File: src/swb_consts.vh
// Function
// - Every external store passes through this buffer
// - Four entries of 64-bit address plus data
// - Line write-back fills buffer, core keeps running
// - Uncached and write-through stores accepted without waiting
// - Full buffer stalls further stores
// - Lone buffered write drains to bus
// - Lone core read issues external read
// - Read beats write when both contend
// - Address match with entry blocks read priority
// - Uncached read waits behind uncached writes
// - Condition low when occupied, high empty
// - Barrier holds core until stores complete
`ifndef SWB_CONSTS_VH
`define SWB_CONSTS_VH

`define SWB_AW 64
`define SWB_DW 64
`define SWB_DEPTH 3'h4
`define SWB_PTR_W 2
`define SWB_CNT_W 3
`define SWB_OQ_DEPTH 2'h2
`define SWB_COND_EMPTY 1'b1
`define SWB_COND_BUSY 1'b0

`endif

File: src/swb_mem.v
`timescale 1ns/1ps
`default_nettype none
`include "swb_consts.vh"

// ----------------------------------------
// Entry data store, registered read
// ----------------------------------------
module swb_mem (
	input wire clk,
	input wire we,
	input wire [`SWB_PTR_W-1:0] wa,
	input wire [`SWB_DW-1:0] wd,
	input wire [`SWB_PTR_W-1:0] ra,
	output reg [`SWB_DW-1:0] q_reg
);

reg [`SWB_DW-1:0] mem [0:3];

always @(posedge clk) begin
	if (we) begin
		mem[wa] <= wd;
	end
	if (we && (wa == ra)) begin
		q_reg <= wd;
	end else begin
		q_reg <= mem[ra];
	end
end

endmodule
`default_nettype wire

File: src/swb_top.v
`timescale 1ns/1ps
`default_nettype none
`include "swb_consts.vh"

module swb_top (
	input wire ref_clk,
	input wire rst,
	input wire st_valid,
	input wire [`SWB_AW-1:0] st_addr,
	input wire [`SWB_DW-1:0] st_data,
	input wire st_uncached,
	output reg st_ready_reg,
	input wire rd_req,
	input wire [`SWB_AW-1:0] rd_addr,
	input wire rd_uncached,
	output reg rd_ack_reg,
	input wire sync_req,
	output reg sync_hold_reg,
	output reg cop_cond_reg,
	output reg bus_valid_reg,
	output reg bus_write_reg,
	output reg [`SWB_AW-1:0] bus_addr_reg,
	output reg [`SWB_DW-1:0] bus_data_reg,
	input wire bus_ready
);

// ----------------------------------------
// Entry bookkeeping
// ----------------------------------------
function swb_live;
	input [1:0] idx;
	input [1:0] rp;
	input [2:0] cnt;
	reg [1:0] off;
	begin
		off = idx - rp;
		swb_live = ({1'b0, off} < cnt);
	end
endfunction

reg [`SWB_PTR_W-1:0] wr_ptr_reg;
reg [`SWB_PTR_W-1:0] wr_ptr_next;
reg [`SWB_PTR_W-1:0] rd_ptr_reg;
reg [`SWB_PTR_W-1:0] rd_ptr_next;
reg [`SWB_CNT_W-1:0] count_reg;
reg [`SWB_CNT_W-1:0] count_next;
reg [`SWB_AW-1:0] ent_addr_reg [0:3];
reg [3:0] ent_unc_reg;
wire [`SWB_DW-1:0] head_data;
wire [3:0] hit_vec;
wire [3:0] unc_vec;

// Whole line write-back and single stores share one path
wire st_take = st_valid & st_ready_reg;

genvar gi;
generate
	for (gi = 0; gi < 4; gi = gi + 1) begin : g_scan
		localparam [1:0] slot_idx = gi;
		assign hit_vec[gi] = swb_live(slot_idx, rd_ptr_reg, count_reg) &
			(ent_addr_reg[gi] == rd_addr);
		assign unc_vec[gi] = swb_live(slot_idx, rd_ptr_reg, count_reg) &
			ent_unc_reg[gi];
	end
endgenerate

swb_mem u_mem (
	.clk(ref_clk),
	.we(st_take),
	.wa(wr_ptr_reg),
	.wd(st_data),
	.ra(rd_ptr_next),
	.q_reg(head_data)
);

// ----------------------------------------
// Output queue, two entries to the bus
// ----------------------------------------
reg oq_v1_reg;
reg oq_w1_reg;
reg [`SWB_AW-1:0] oq_a1_reg;
reg [`SWB_DW-1:0] oq_d1_reg;
reg [1:0] oq_cnt_reg;
wire oq_pop = bus_valid_reg & bus_ready;
wire oq_space = (oq_cnt_reg != `SWB_OQ_DEPTH) | oq_pop;

// ----------------------------------------
// Arbitration
// ----------------------------------------
wire has_w = (count_reg != 3'h0);
wire has_r = rd_req & ~rd_ack_reg;
wire rd_blocked = (|hit_vec) | (rd_uncached & (|unc_vec));
reg grant_rd;
reg grant_wr;
reg push_v;
reg push_w;
reg [`SWB_AW-1:0] push_a;
reg [`SWB_DW-1:0] push_d;

always @* begin
	grant_rd = 1'b0;
	grant_wr = 1'b0;
	if (oq_space) begin
		if (has_r && !rd_blocked) begin
			grant_rd = 1'b1;
		end else if (has_w) begin
			grant_wr = 1'b1;
		end
	end
	push_v = grant_rd | grant_wr;
	push_w = grant_wr;
	if (grant_wr) begin
		push_a = ent_addr_reg[rd_ptr_reg];
		push_d = head_data;
	end else begin
		push_a = rd_addr;
		push_d = {`SWB_DW{1'b0}};
	end
end

// ----------------------------------------
// Pointer and count update
// ----------------------------------------
always @* begin
	wr_ptr_next = wr_ptr_reg;
	rd_ptr_next = rd_ptr_reg;
	count_next = count_reg;
	if (st_take) begin
		wr_ptr_next = wr_ptr_reg + 2'h1;
	end
	if (grant_wr) begin
		rd_ptr_next = rd_ptr_reg + 2'h1;
	end
	case ({st_take, grant_wr})
		2'b10: begin
			count_next = count_reg + 3'h1;
		end
		2'b01: begin
			count_next = count_reg - 3'h1;
		end
		default: begin
			count_next = count_reg;
		end
	endcase
end

// Writes still on their way out
wire oq_wr_left = (bus_valid_reg & bus_write_reg & ~oq_pop) |
	(oq_v1_reg & oq_w1_reg) | (push_v & push_w);
wire drained = (count_next == 3'h0) & ~oq_wr_left;

integer i;

always @(posedge ref_clk or posedge rst) begin
	if (rst) begin
		wr_ptr_reg <= 2'h0;
		rd_ptr_reg <= 2'h0;
		count_reg <= 3'h0;
		ent_unc_reg <= 4'h0;
		for (i = 0; i < 4; i = i + 1) begin
			ent_addr_reg[i] <= {`SWB_AW{1'b0}};
		end
	end else begin
		wr_ptr_reg <= wr_ptr_next;
		rd_ptr_reg <= rd_ptr_next;
		count_reg <= count_next;
		if (st_take) begin
			ent_addr_reg[wr_ptr_reg] <= st_addr;
			ent_unc_reg[wr_ptr_reg] <= st_uncached;
		end
	end
end

// ----------------------------------------
// Core handshake outputs
// ----------------------------------------
always @(posedge ref_clk or posedge rst) begin
	if (rst) begin
		st_ready_reg <= 1'b0;
		rd_ack_reg <= 1'b0;
	end else begin
		st_ready_reg <= (count_next != `SWB_DEPTH);
		rd_ack_reg <= grant_rd;
	end
end

// ----------------------------------------
// Barrier tracking
// ----------------------------------------
localparam [1:0] BAR_IDLE = 2'b01;
localparam [1:0] BAR_WAIT = 2'b10;
reg [1:0] bar_state_reg;
reg [1:0] bar_state_next;

always @* begin
	bar_state_next = bar_state_reg;
	case (bar_state_reg)
		BAR_IDLE: begin
			if (sync_req && !drained) begin
				bar_state_next = BAR_WAIT;
			end
		end
		BAR_WAIT: begin
			if (drained) begin
				bar_state_next = BAR_IDLE;
			end
		end
		default: begin
			bar_state_next = BAR_IDLE;
		end
	endcase
end

always @(posedge ref_clk or posedge rst) begin
	if (rst) begin
		bar_state_reg <= BAR_IDLE;
		sync_hold_reg <= 1'b0;
	end else begin
		bar_state_reg <= bar_state_next;
		sync_hold_reg <= (bar_state_next == BAR_WAIT);
	end
end

// ----------------------------------------
// Empty condition
// ----------------------------------------
always @(posedge ref_clk or posedge rst) begin
	if (rst) begin
		cop_cond_reg <= `SWB_COND_EMPTY;
	end else begin
		if (count_next == 3'h0) begin
			cop_cond_reg <= `SWB_COND_EMPTY;
		end else begin
			cop_cond_reg <= `SWB_COND_BUSY;
		end
	end
end

// ----------------------------------------
// Output queue registers
// ----------------------------------------
always @(posedge ref_clk or posedge rst) begin
	if (rst) begin
		oq_cnt_reg <= 2'h0;
		bus_valid_reg <= 1'b0;
		bus_write_reg <= 1'b0;
		bus_addr_reg <= {`SWB_AW{1'b0}};
		bus_data_reg <= {`SWB_DW{1'b0}};
		oq_v1_reg <= 1'b0;
		oq_w1_reg <= 1'b0;
		oq_a1_reg <= {`SWB_AW{1'b0}};
		oq_d1_reg <= {`SWB_DW{1'b0}};
	end else begin
		case ({oq_pop, push_v})
			2'b11: begin
				if (oq_cnt_reg == 2'h2) begin
					bus_write_reg <= oq_w1_reg;
					bus_addr_reg <= oq_a1_reg;
					bus_data_reg <= oq_d1_reg;
					oq_w1_reg <= push_w;
					oq_a1_reg <= push_a;
					oq_d1_reg <= push_d;
				end else begin
					bus_write_reg <= push_w;
					bus_addr_reg <= push_a;
					bus_data_reg <= push_d;
				end
			end
			2'b10: begin
				bus_valid_reg <= oq_v1_reg;
				bus_write_reg <= oq_w1_reg;
				bus_addr_reg <= oq_a1_reg;
				bus_data_reg <= oq_d1_reg;
				oq_v1_reg <= 1'b0;
				oq_w1_reg <= 1'b0;
				oq_cnt_reg <= oq_cnt_reg - 2'h1;
			end
			2'b01: begin
				if (oq_cnt_reg == 2'h0) begin
					bus_valid_reg <= 1'b1;
					bus_write_reg <= push_w;
					bus_addr_reg <= push_a;
					bus_data_reg <= push_d;
				end else begin
					oq_v1_reg <= 1'b1;
					oq_w1_reg <= push_w;
					oq_a1_reg <= push_a;
					oq_d1_reg <= push_d;
				end
				oq_cnt_reg <= oq_cnt_reg + 2'h1;
			end
			default: begin
				oq_cnt_reg <= oq_cnt_reg;
			end
		endcase
	end
end

endmodule
`default_nettype wire

File: config.mk
export PLATFORM = sky130hd
export DESIGN_NAME = swb_top
export DESIGN_NICKNAME = d
export VERILOG_FILES = /design/src/swb_mem.v /design/src/swb_top.v
export VERILOG_INCLUDE_DIRS = /design/src
export SDC_FILE = /design/constraint.sdc
export NUM_CORES = 2
export LEC_CHECK = 0
export BUFFER_PORTS_ARGS = -buffer_cell sky130_fd_sc_hd__buf_2
export CORE_MARGIN = 3
export CORE_UTILIZATION = 54
export DETAILED_ROUTE_END_ITERATION = 12
export MAX_ROUTING_LAYER = met4
export PLACE_DENSITY_LB_ADDON = 0.2
export REMOVE_ABC_BUFFERS = 1
export SYNTH_ARGS = -nofsm -noshare
export SYNTH_HDL_FRONTEND = slang
export SYNTH_HIERARCHICAL = 1
export SYNTH_SLANG_ARGS = --single-unit
File: constraint.sdc
create_clock -name ref_clk -period 13.87 [get_ports ref_clk]
set_input_delay 0 -clock ref_clk [delete_from_list [all_inputs] [get_ports ref_clk]]
set_output_delay 0 -clock ref_clk [all_outputs]
set_load 0.02 [all_outputs]
# --- Word-level counts from Yosys, hierarchy flattened ---
# Memories as Yosys holds them, arrays and structs flattened. A register that Yosys moved wholly into a read port is not among the register bits.
# Index checks and enable logic that the tools add are counted.
totals:
  register_bits: 535
  mem_bits_rw: 256
  word_cells: 153
  mem_count: 1
classes:
  addsub: 10
  magnitude_cmp: 9
  n_eq_ne: 18
  mux: 47
  n_bitwise: 27
  n_reduce_logical: 19
mem_list:
  columns: ["name", "depth", "word_bits", "rd", "rd_ports_with_merged_regs", "write_ports", "line", "source"]
  rows:
  - ["u_mem.mem", 4, 64, 1, 1, 1, "swb_mem.v:17", "reg [`SWB_DW-1:0] mem [0:3];"]
ops:
  columns: ["op", "n"]
  rows:
  - ["$mux 64", 13]
  - ["$pmux 64 s3", 2]
  - ["$bwmux 256", 1]
  - ["$eq 64x64->1", 4]
  - ["$pmux 64 s2", 2]
  - ["$bmux 64 s2", 1]
  - ["$demux 64 s2", 1]
  - ["$and 1x1->1", 17]
  - ["$mux 1", 15]
  - ["$eq 2x2->1 const B", 6]
  - ["$lt 2x3->1", 4]
  - ["$ne 2x2->1 const B", 4]
  - ["$pmux 2 s2", 2]
  - ["$reduce_or 4->1", 2]
  - ["$add 2x1->2 const B", 3]
  - ["$eq 2x1->1 const B", 3]
  - ["$ge 3x3->1 const B", 2]
  - ["$mux 2", 3]
  - ["$not 2->3", 2]
  - ["$pmux 1 s3", 2]
  - ["$pmux 3 s2", 1]
  - ["$reduce_and 2->1", 3]
  - ["$reduce_and 3->1", 2]
  - ["$reduce_bool 3->1", 2]
  - ["other kinds (19)", 33]

# --- Longest topological paths before layout ---
depth:
  word_depth: 20
  depth_mapped: 27

# --- By module ---
# Netlist, hierarchy kept.
modules_own_cells:
  columns: ["module", "instances", "cells_per_inst", "area_each_um2", "seq_area_each_um2"]
  rows:
  - ["swb_top", 1, 2554, 28738.8, 13390.3]
  - ["swb_mem", 1, 340, 9381.5, 7727.4]

# --- Worst setup path after synthesis ---
# No wires, ideal clock.
synth_path:
  path_kind: "register to register"
  startpoint: "register st_ready_reg"
  endpoint: "memory u_mem/mem[0][0] (netlist bit) (enable)"
  setup_ns: 0.578
  arrival_time_ns: 5.406
  t_required_ns: 13.292
  setup_slack_ns: 7.886
  path_stages_with_launch: 4
  n_path_buf: 0
  synth_period_minus_slack_ns: 5.984
  path_cell_list: "dfrtp_1 > nand2_1 > clkinv_1 > nor3b_1"
synth_between:
  elab_chain_cells: 3
synth_lines:
  columns: ["element", "line", "source"]
  rows:
  - ["start, declared", "swb_top.v:12", "output reg st_ready_reg,"]
  - ["start signal, assigned", "swb_top.v:182", "st_ready_reg <= (count_next != `SWB_DEPTH);"]
  - ["$and 1x1->1", "swb_top.v:54", "wire st_take = st_valid & st_ready_reg;"]
  - ["net st_take", "swb_top.v:54", null]
  - ["$mux 1", "swb_mem.v:20", "if (we) begin"]
  - ["$mux 1 (implied by the code)", "swb_mem.v:21", "mem[wa] <= wd;"]
  - ["end, declared", "swb_mem.v:17", null]
# The timed path passes the listed nets, and every way through them passes these cells.

# --- Final worst setup path ---
layout_path:
  startpoint: "register rd_ptr_reg[1]"
  endpoint: "register bus_addr_reg[5]"
layout_between:
  elab_chain_cells: 14
  word_cells_on_any_way: 41
layout_lines:
  columns: ["element", "line", "source"]
  rows:
  - ["start, declared", "swb_top.v:43", "reg [`SWB_PTR_W-1:0] rd_ptr_reg;"]
  - ["start signal, assigned", "swb_top.v:165", "rd_ptr_reg <= rd_ptr_next;"]
  - ["$sub 1x2->2 / $sub 2x2->2 (equally long branches)", "swb_top.v:36", "off = idx - rp;"]
  - ["$lt 2x3->1", "swb_top.v:37", "swb_live = ({1'b0, off} < cnt);"]
  - ["$and 1x1->1", "swb_top.v:62", "assign unc_vec[gi] = swb_live(slot_idx, rd_ptr_reg, count_reg) &"]
  - ["$reduce_or 4->1", "swb_top.v:92", "wire rd_blocked = (|hit_vec) | (rd_uncached & (|unc_vec));"]
  - ["$and 1x1->1", "swb_top.v:92", null]
  - ["$or 1x1->1 (*)", "swb_top.v:92", null]
  - ["$logic_not 1->1 (*)", "swb_top.v:104", "if (has_r && !rd_blocked) begin"]
  - ["$logic_and 1x1->1 (*)", "swb_top.v:104", null]
  - ["$mux 1 (*)", "swb_top.v:104", null]
  - ["$mux 1 (*)", "swb_top.v:103", "if (oq_space) begin"]
  - ["net grant_rd", "swb_top.v:93", "reg grant_rd;"]
  - ["$or 1x1->1 (*)", "swb_top.v:110", "push_v = grant_rd | grant_wr;"]
  - ["$eq 2x1->1 / $eq 2x2->1 (equally long branches)", "swb_top.v:254", "case ({oq_pop, push_v})"]
  - ["$ne 2x2->1 (no source line) / $reduce_bool 3->1 (equally long branches)", null, null]
  - ["$reduce_and 2->1 (no source line)", null, null]
  - ["end signal, assigned", "swb_top.v:258", "bus_addr_reg <= oq_a1_reg;"]
  - ["end signal, assigned", "swb_top.v:265", "bus_addr_reg <= push_a;"]
  - ["end signal, assigned", "swb_top.v:272", "bus_addr_reg <= oq_a1_reg;"]
  - ["end, declared", "swb_top.v:22", "output reg [`SWB_AW-1:0] bus_addr_reg,"]
# The timed path passes the listed nets; every way through them passes the cells marked *. The select of a mux whose other input is x is not followed.
# A chain may end at the register's enable or synchronous reset.

==> results.txt <==
The run finished with clean final reports. The routability-driven placement congestion ratio was 0.924. Setup repair after global routing left no endpoint under its margin. The worst setup path is of the reg -> reg kind.

The share of final-layout standard cells stronger than drive strength 1 was 0.288. Walking the worst path, the cells encountered are buf_4, inv_1, ha_1, a21oi_1, o21bai_1, nand2_1, a41oi_1, a211o_1, nor4bb_2, buf_4, and2_1, or2_2, inv_1, ha_1, a21oi_4, buf_4, and2_4, buf_4, o221ai_1, o221ai_1. The run gives 84 as the TritonCTS buffer count. Starting density of the core: 0.550.

The run gives 0 as the number of hold violations in the final report. The post-synthesis to final-layout area growth works out to 17.6%. Leaving out fill and tap cells, the most frequent cell in the layout is dfrtp_1.

For the max-slew violation total from the final report, the log shows 0. The tools report the number of synthesis warnings as 6. The detail route stage leaves a number of antenna-violating nets equal to 0.

The leftover overflow at the end of global routing is 0, and the data arrival time of the critical path is 7570 ps. The number of maximum-capacitance violations came out at 0. In the final routed layout, each cell accounts on average for 26.2 microns.

The tools report the number of search-and-repair iterations in the first detailed-routing pass as 5. The finished layout cell area is 0.0448 sq mm, and the clock skew after layout is 34.4 ps. The logs give 0.554 for the part of the Yosys area used for sequential elements and 0 for the count of buffers added by post-CTS timing repair for setup. Entering global routing, the biggest net connects 132 pins. The initial detailed-routing violation count was 2654.

The tools report the total wire length as 112000 microns. Register bit count reported by yosys: 793. CTS built an H-tree with a depth of 3.

The post-synthesis async set-or-reset flop share is 0.675, and the die outline area is 0.0738 sq mm. The clock net in this run drives a total of 793 sinks. Family with the most delay on the worst path: buffers and inverters.

Summed over all nets, the half-perimeter wirelength after detailed placement is 70600 microns. The root buffer cell is clkbuf_16. The die is 272 microns tall.

The max-slew headroom at the worst pin was 0.198. For the maximum buffer depth of the clock tree, the log shows 3. The run gives 12.4 mW as the total design power. Timing would allow up to 143 MHz.

The critical path data required time came out at 14420 ps. The cell with the largest stage delay on the worst path is buf_4. In the layout the commonest cells are 531 x dfrtp_1, 333 x buf_2, 272 x nand2_1. The floorplan has 96 rows. The setup check on the worst reg-to-reg path leaves a slack of 6850 ps. The top-level I/O count was 334; the via count of the first global-routing pass was 28300. The logs give 17.8 nW for the leakage power figure and 65 for the number of unique standard cell types used by synthesis.

Detailed routing inserted a total of 27000 vias. By area the synthesized netlist is led by dfrtp_1 35%, edfxtp_1 20%, mux2_2 7.7%. The quantity of I/O buffers inserted on ports was 333.

The net count of the finished layout is 3484. The portion of synthesized cell area occupied by the leading cell type was 0.350. The portion of the clock cycle consumed by the worst path in the final layout was 0.506. Of all cell types, the one taking the most synthesized area is dfrtp_1. Clock latency on the worst-skew pair, taken at its later pin, is 660 ps. The die width was 272 microns; the maximum resistive drop on vdd was 225 uV. The clock-pin slew on the worst setup and hold paths was 60 ps. After filler insertion, the fill cell instance count of the layout stands at 5115.

The sort of element at the end of the critical path was a flop. The quantity of gates resized following cts was 0; the synthesized area was 0.0381 sq mm. On the worst path, the slowest cell contributes a delay of 990 ps. In this run, synthesis inferred 256 flip-flops with an integrated enable. In this run the cell area measured after placement is 0.0400 sq mm. The most frequent cell on the critical path is buf_4. In this run the power density over the cells is 276 mW/mm^2. The count of final setup violators is 0. At the pin with the least slew margin, the transition time is 1200 ps. The post-synthesis average cell area works out to 13.2 sq um. The wire length of the first global-routing pass is 174000 microns. The run gives 196 as the post-cts hold buffer count. Of all nets on the critical path, the largest fanout is 71. TritonCTS built the clock tree. The smallest clock period supported by the final layout is computed as 7020 ps. In the routed design, unresolved DRC markers number 0. The dominant synthesized flop cell is dfrtp_1. STA classifies the critical path startpoint as a flop.

For the number of antenna violations at the first check in global routing, the log shows 10. The average via count per standard cell works out to 6.31. The tools report the all-layer global routing usage as 0.314. The class of the tightest hold or removal check was in -> reg. The gate count after technology mapping is 2894, and the core box area is 0.0693 sq mm. Together, buffers and inverters on the worst path number 6.
[through the flow]
| stage | hold slack (ps) | utilization | instances | worst slack [ps] | setup TNS, ps |
|---|---|---|---|---|---|
| CTS | 22.1 | 0.647 | 4268 | 6880 | 0 |
| global route | 75.6 | 0.647 | 4278 | 6520 | 0 |
| global placement | 209 | 0.577 | 3917 | 6940 | 0 |
| detailed placement | 217 | 0.577 | 3917 | 6910 | 0 |
| floorplan | 98.9 | - | 2616 | -4720 | -1179540 |
| finish | 50.6 | 0.647 | 4284 | 6850 | 0 |
[kinds of logic after synthesis]
| group | Yosys count | share of synthesized area |
|---|---|---|
| buffers and inverters | 297 | 0.0373 |
| XOR/XNOR | 263 | 0.0604 |
| multiplexers | 452 | 0.170 |
| AO/OA/AOI/OAI | 490 | 0.104 |
| adder cells (fa/ha/maj) | 16 | 0.00545 |
| flip-flops | 793 | 0.554 |
| AND/OR/NAND/NOR | 583 | 0.0696 |
[per-layer routing]
metal  global-route usage  part of all wire  vias to the layer above
met5                    -                 0                        -
met4                0.107             0.034                        0
met3               0.0519             0.066                      195
met2                0.512              0.50                     1096
met1                0.403              0.40                    14000
li1                     -                 -                    11700
[power by group]
part / leakage, nW / internal, mW / switching, mW
combinational: 7.50 / 2.32 / 3.57
sequential: 8.87 / 3.41 / 0.752
clock: 1.39 / 1.34 / 0.969
[worst register-to-register path, delay by kind of cell, from the launching register on]
kind	cells	cell delay, ps
simple gates	5	1620
fa+ha+maj	2	600
flops	1	360
compound gates	7	1350
buf+inv	6	3000
[path summary, 6_finish.rpt]
| check | start | end | cells after the start |
|---|---|---|---|
| min reg2reg | oq_d1_reg[48]$_DFFE_PP0P_ | oq_d1_reg[48]$_DFFE_PP0P_ | 2 |
| max | rd_ptr_reg[1]$_DFF_PP0_ | bus_addr_reg[5]$_DFFE_PP0P_ | 20 |
| max in group asynchronous | rst | rd_ptr_reg[0]$_DFF_PP0_ | 6 |
| max reg2reg | rd_ptr_reg[1]$_DFF_PP0_ | bus_addr_reg[5]$_DFFE_PP0P_ | 20 |
| min in group asynchronous | rst | oq_a1_reg[20]$_DFFE_PP0P_ | 3 |
| min | st_valid | wr_ptr_reg[0]$_DFFE_PP0P_ | 4 |
[cell type report]
type / count / area (sq um) / area share
antenna: 16 / 40.0 / 0.000893
clock buffer: 112 / 2320 / 0.0517
clock inverter: 43 / 541 / 0.0121
inverter: 19 / 78.8 / 0.00176
multi-input combinational: 1804 / 15700 / 0.349
sequential: 793 / 21100 / 0.471
tap: 931 / 1160 / 0.0260
timing repair buffer: 566 / 3910 / 0.0871
[cells in the mapped netlist (all sizes together), types with 67 or more instances]
cell type and count:
buf 125, clkbuf 153, dfrtp 533, edfxtp 256, mux2 260, mux4 128
nand2 276, nand3 67, nor2 71, nor3 69, o21ai 141, o221ai 128
xnor2 85, xor2 178
Power figures use the tool's default switching activity.
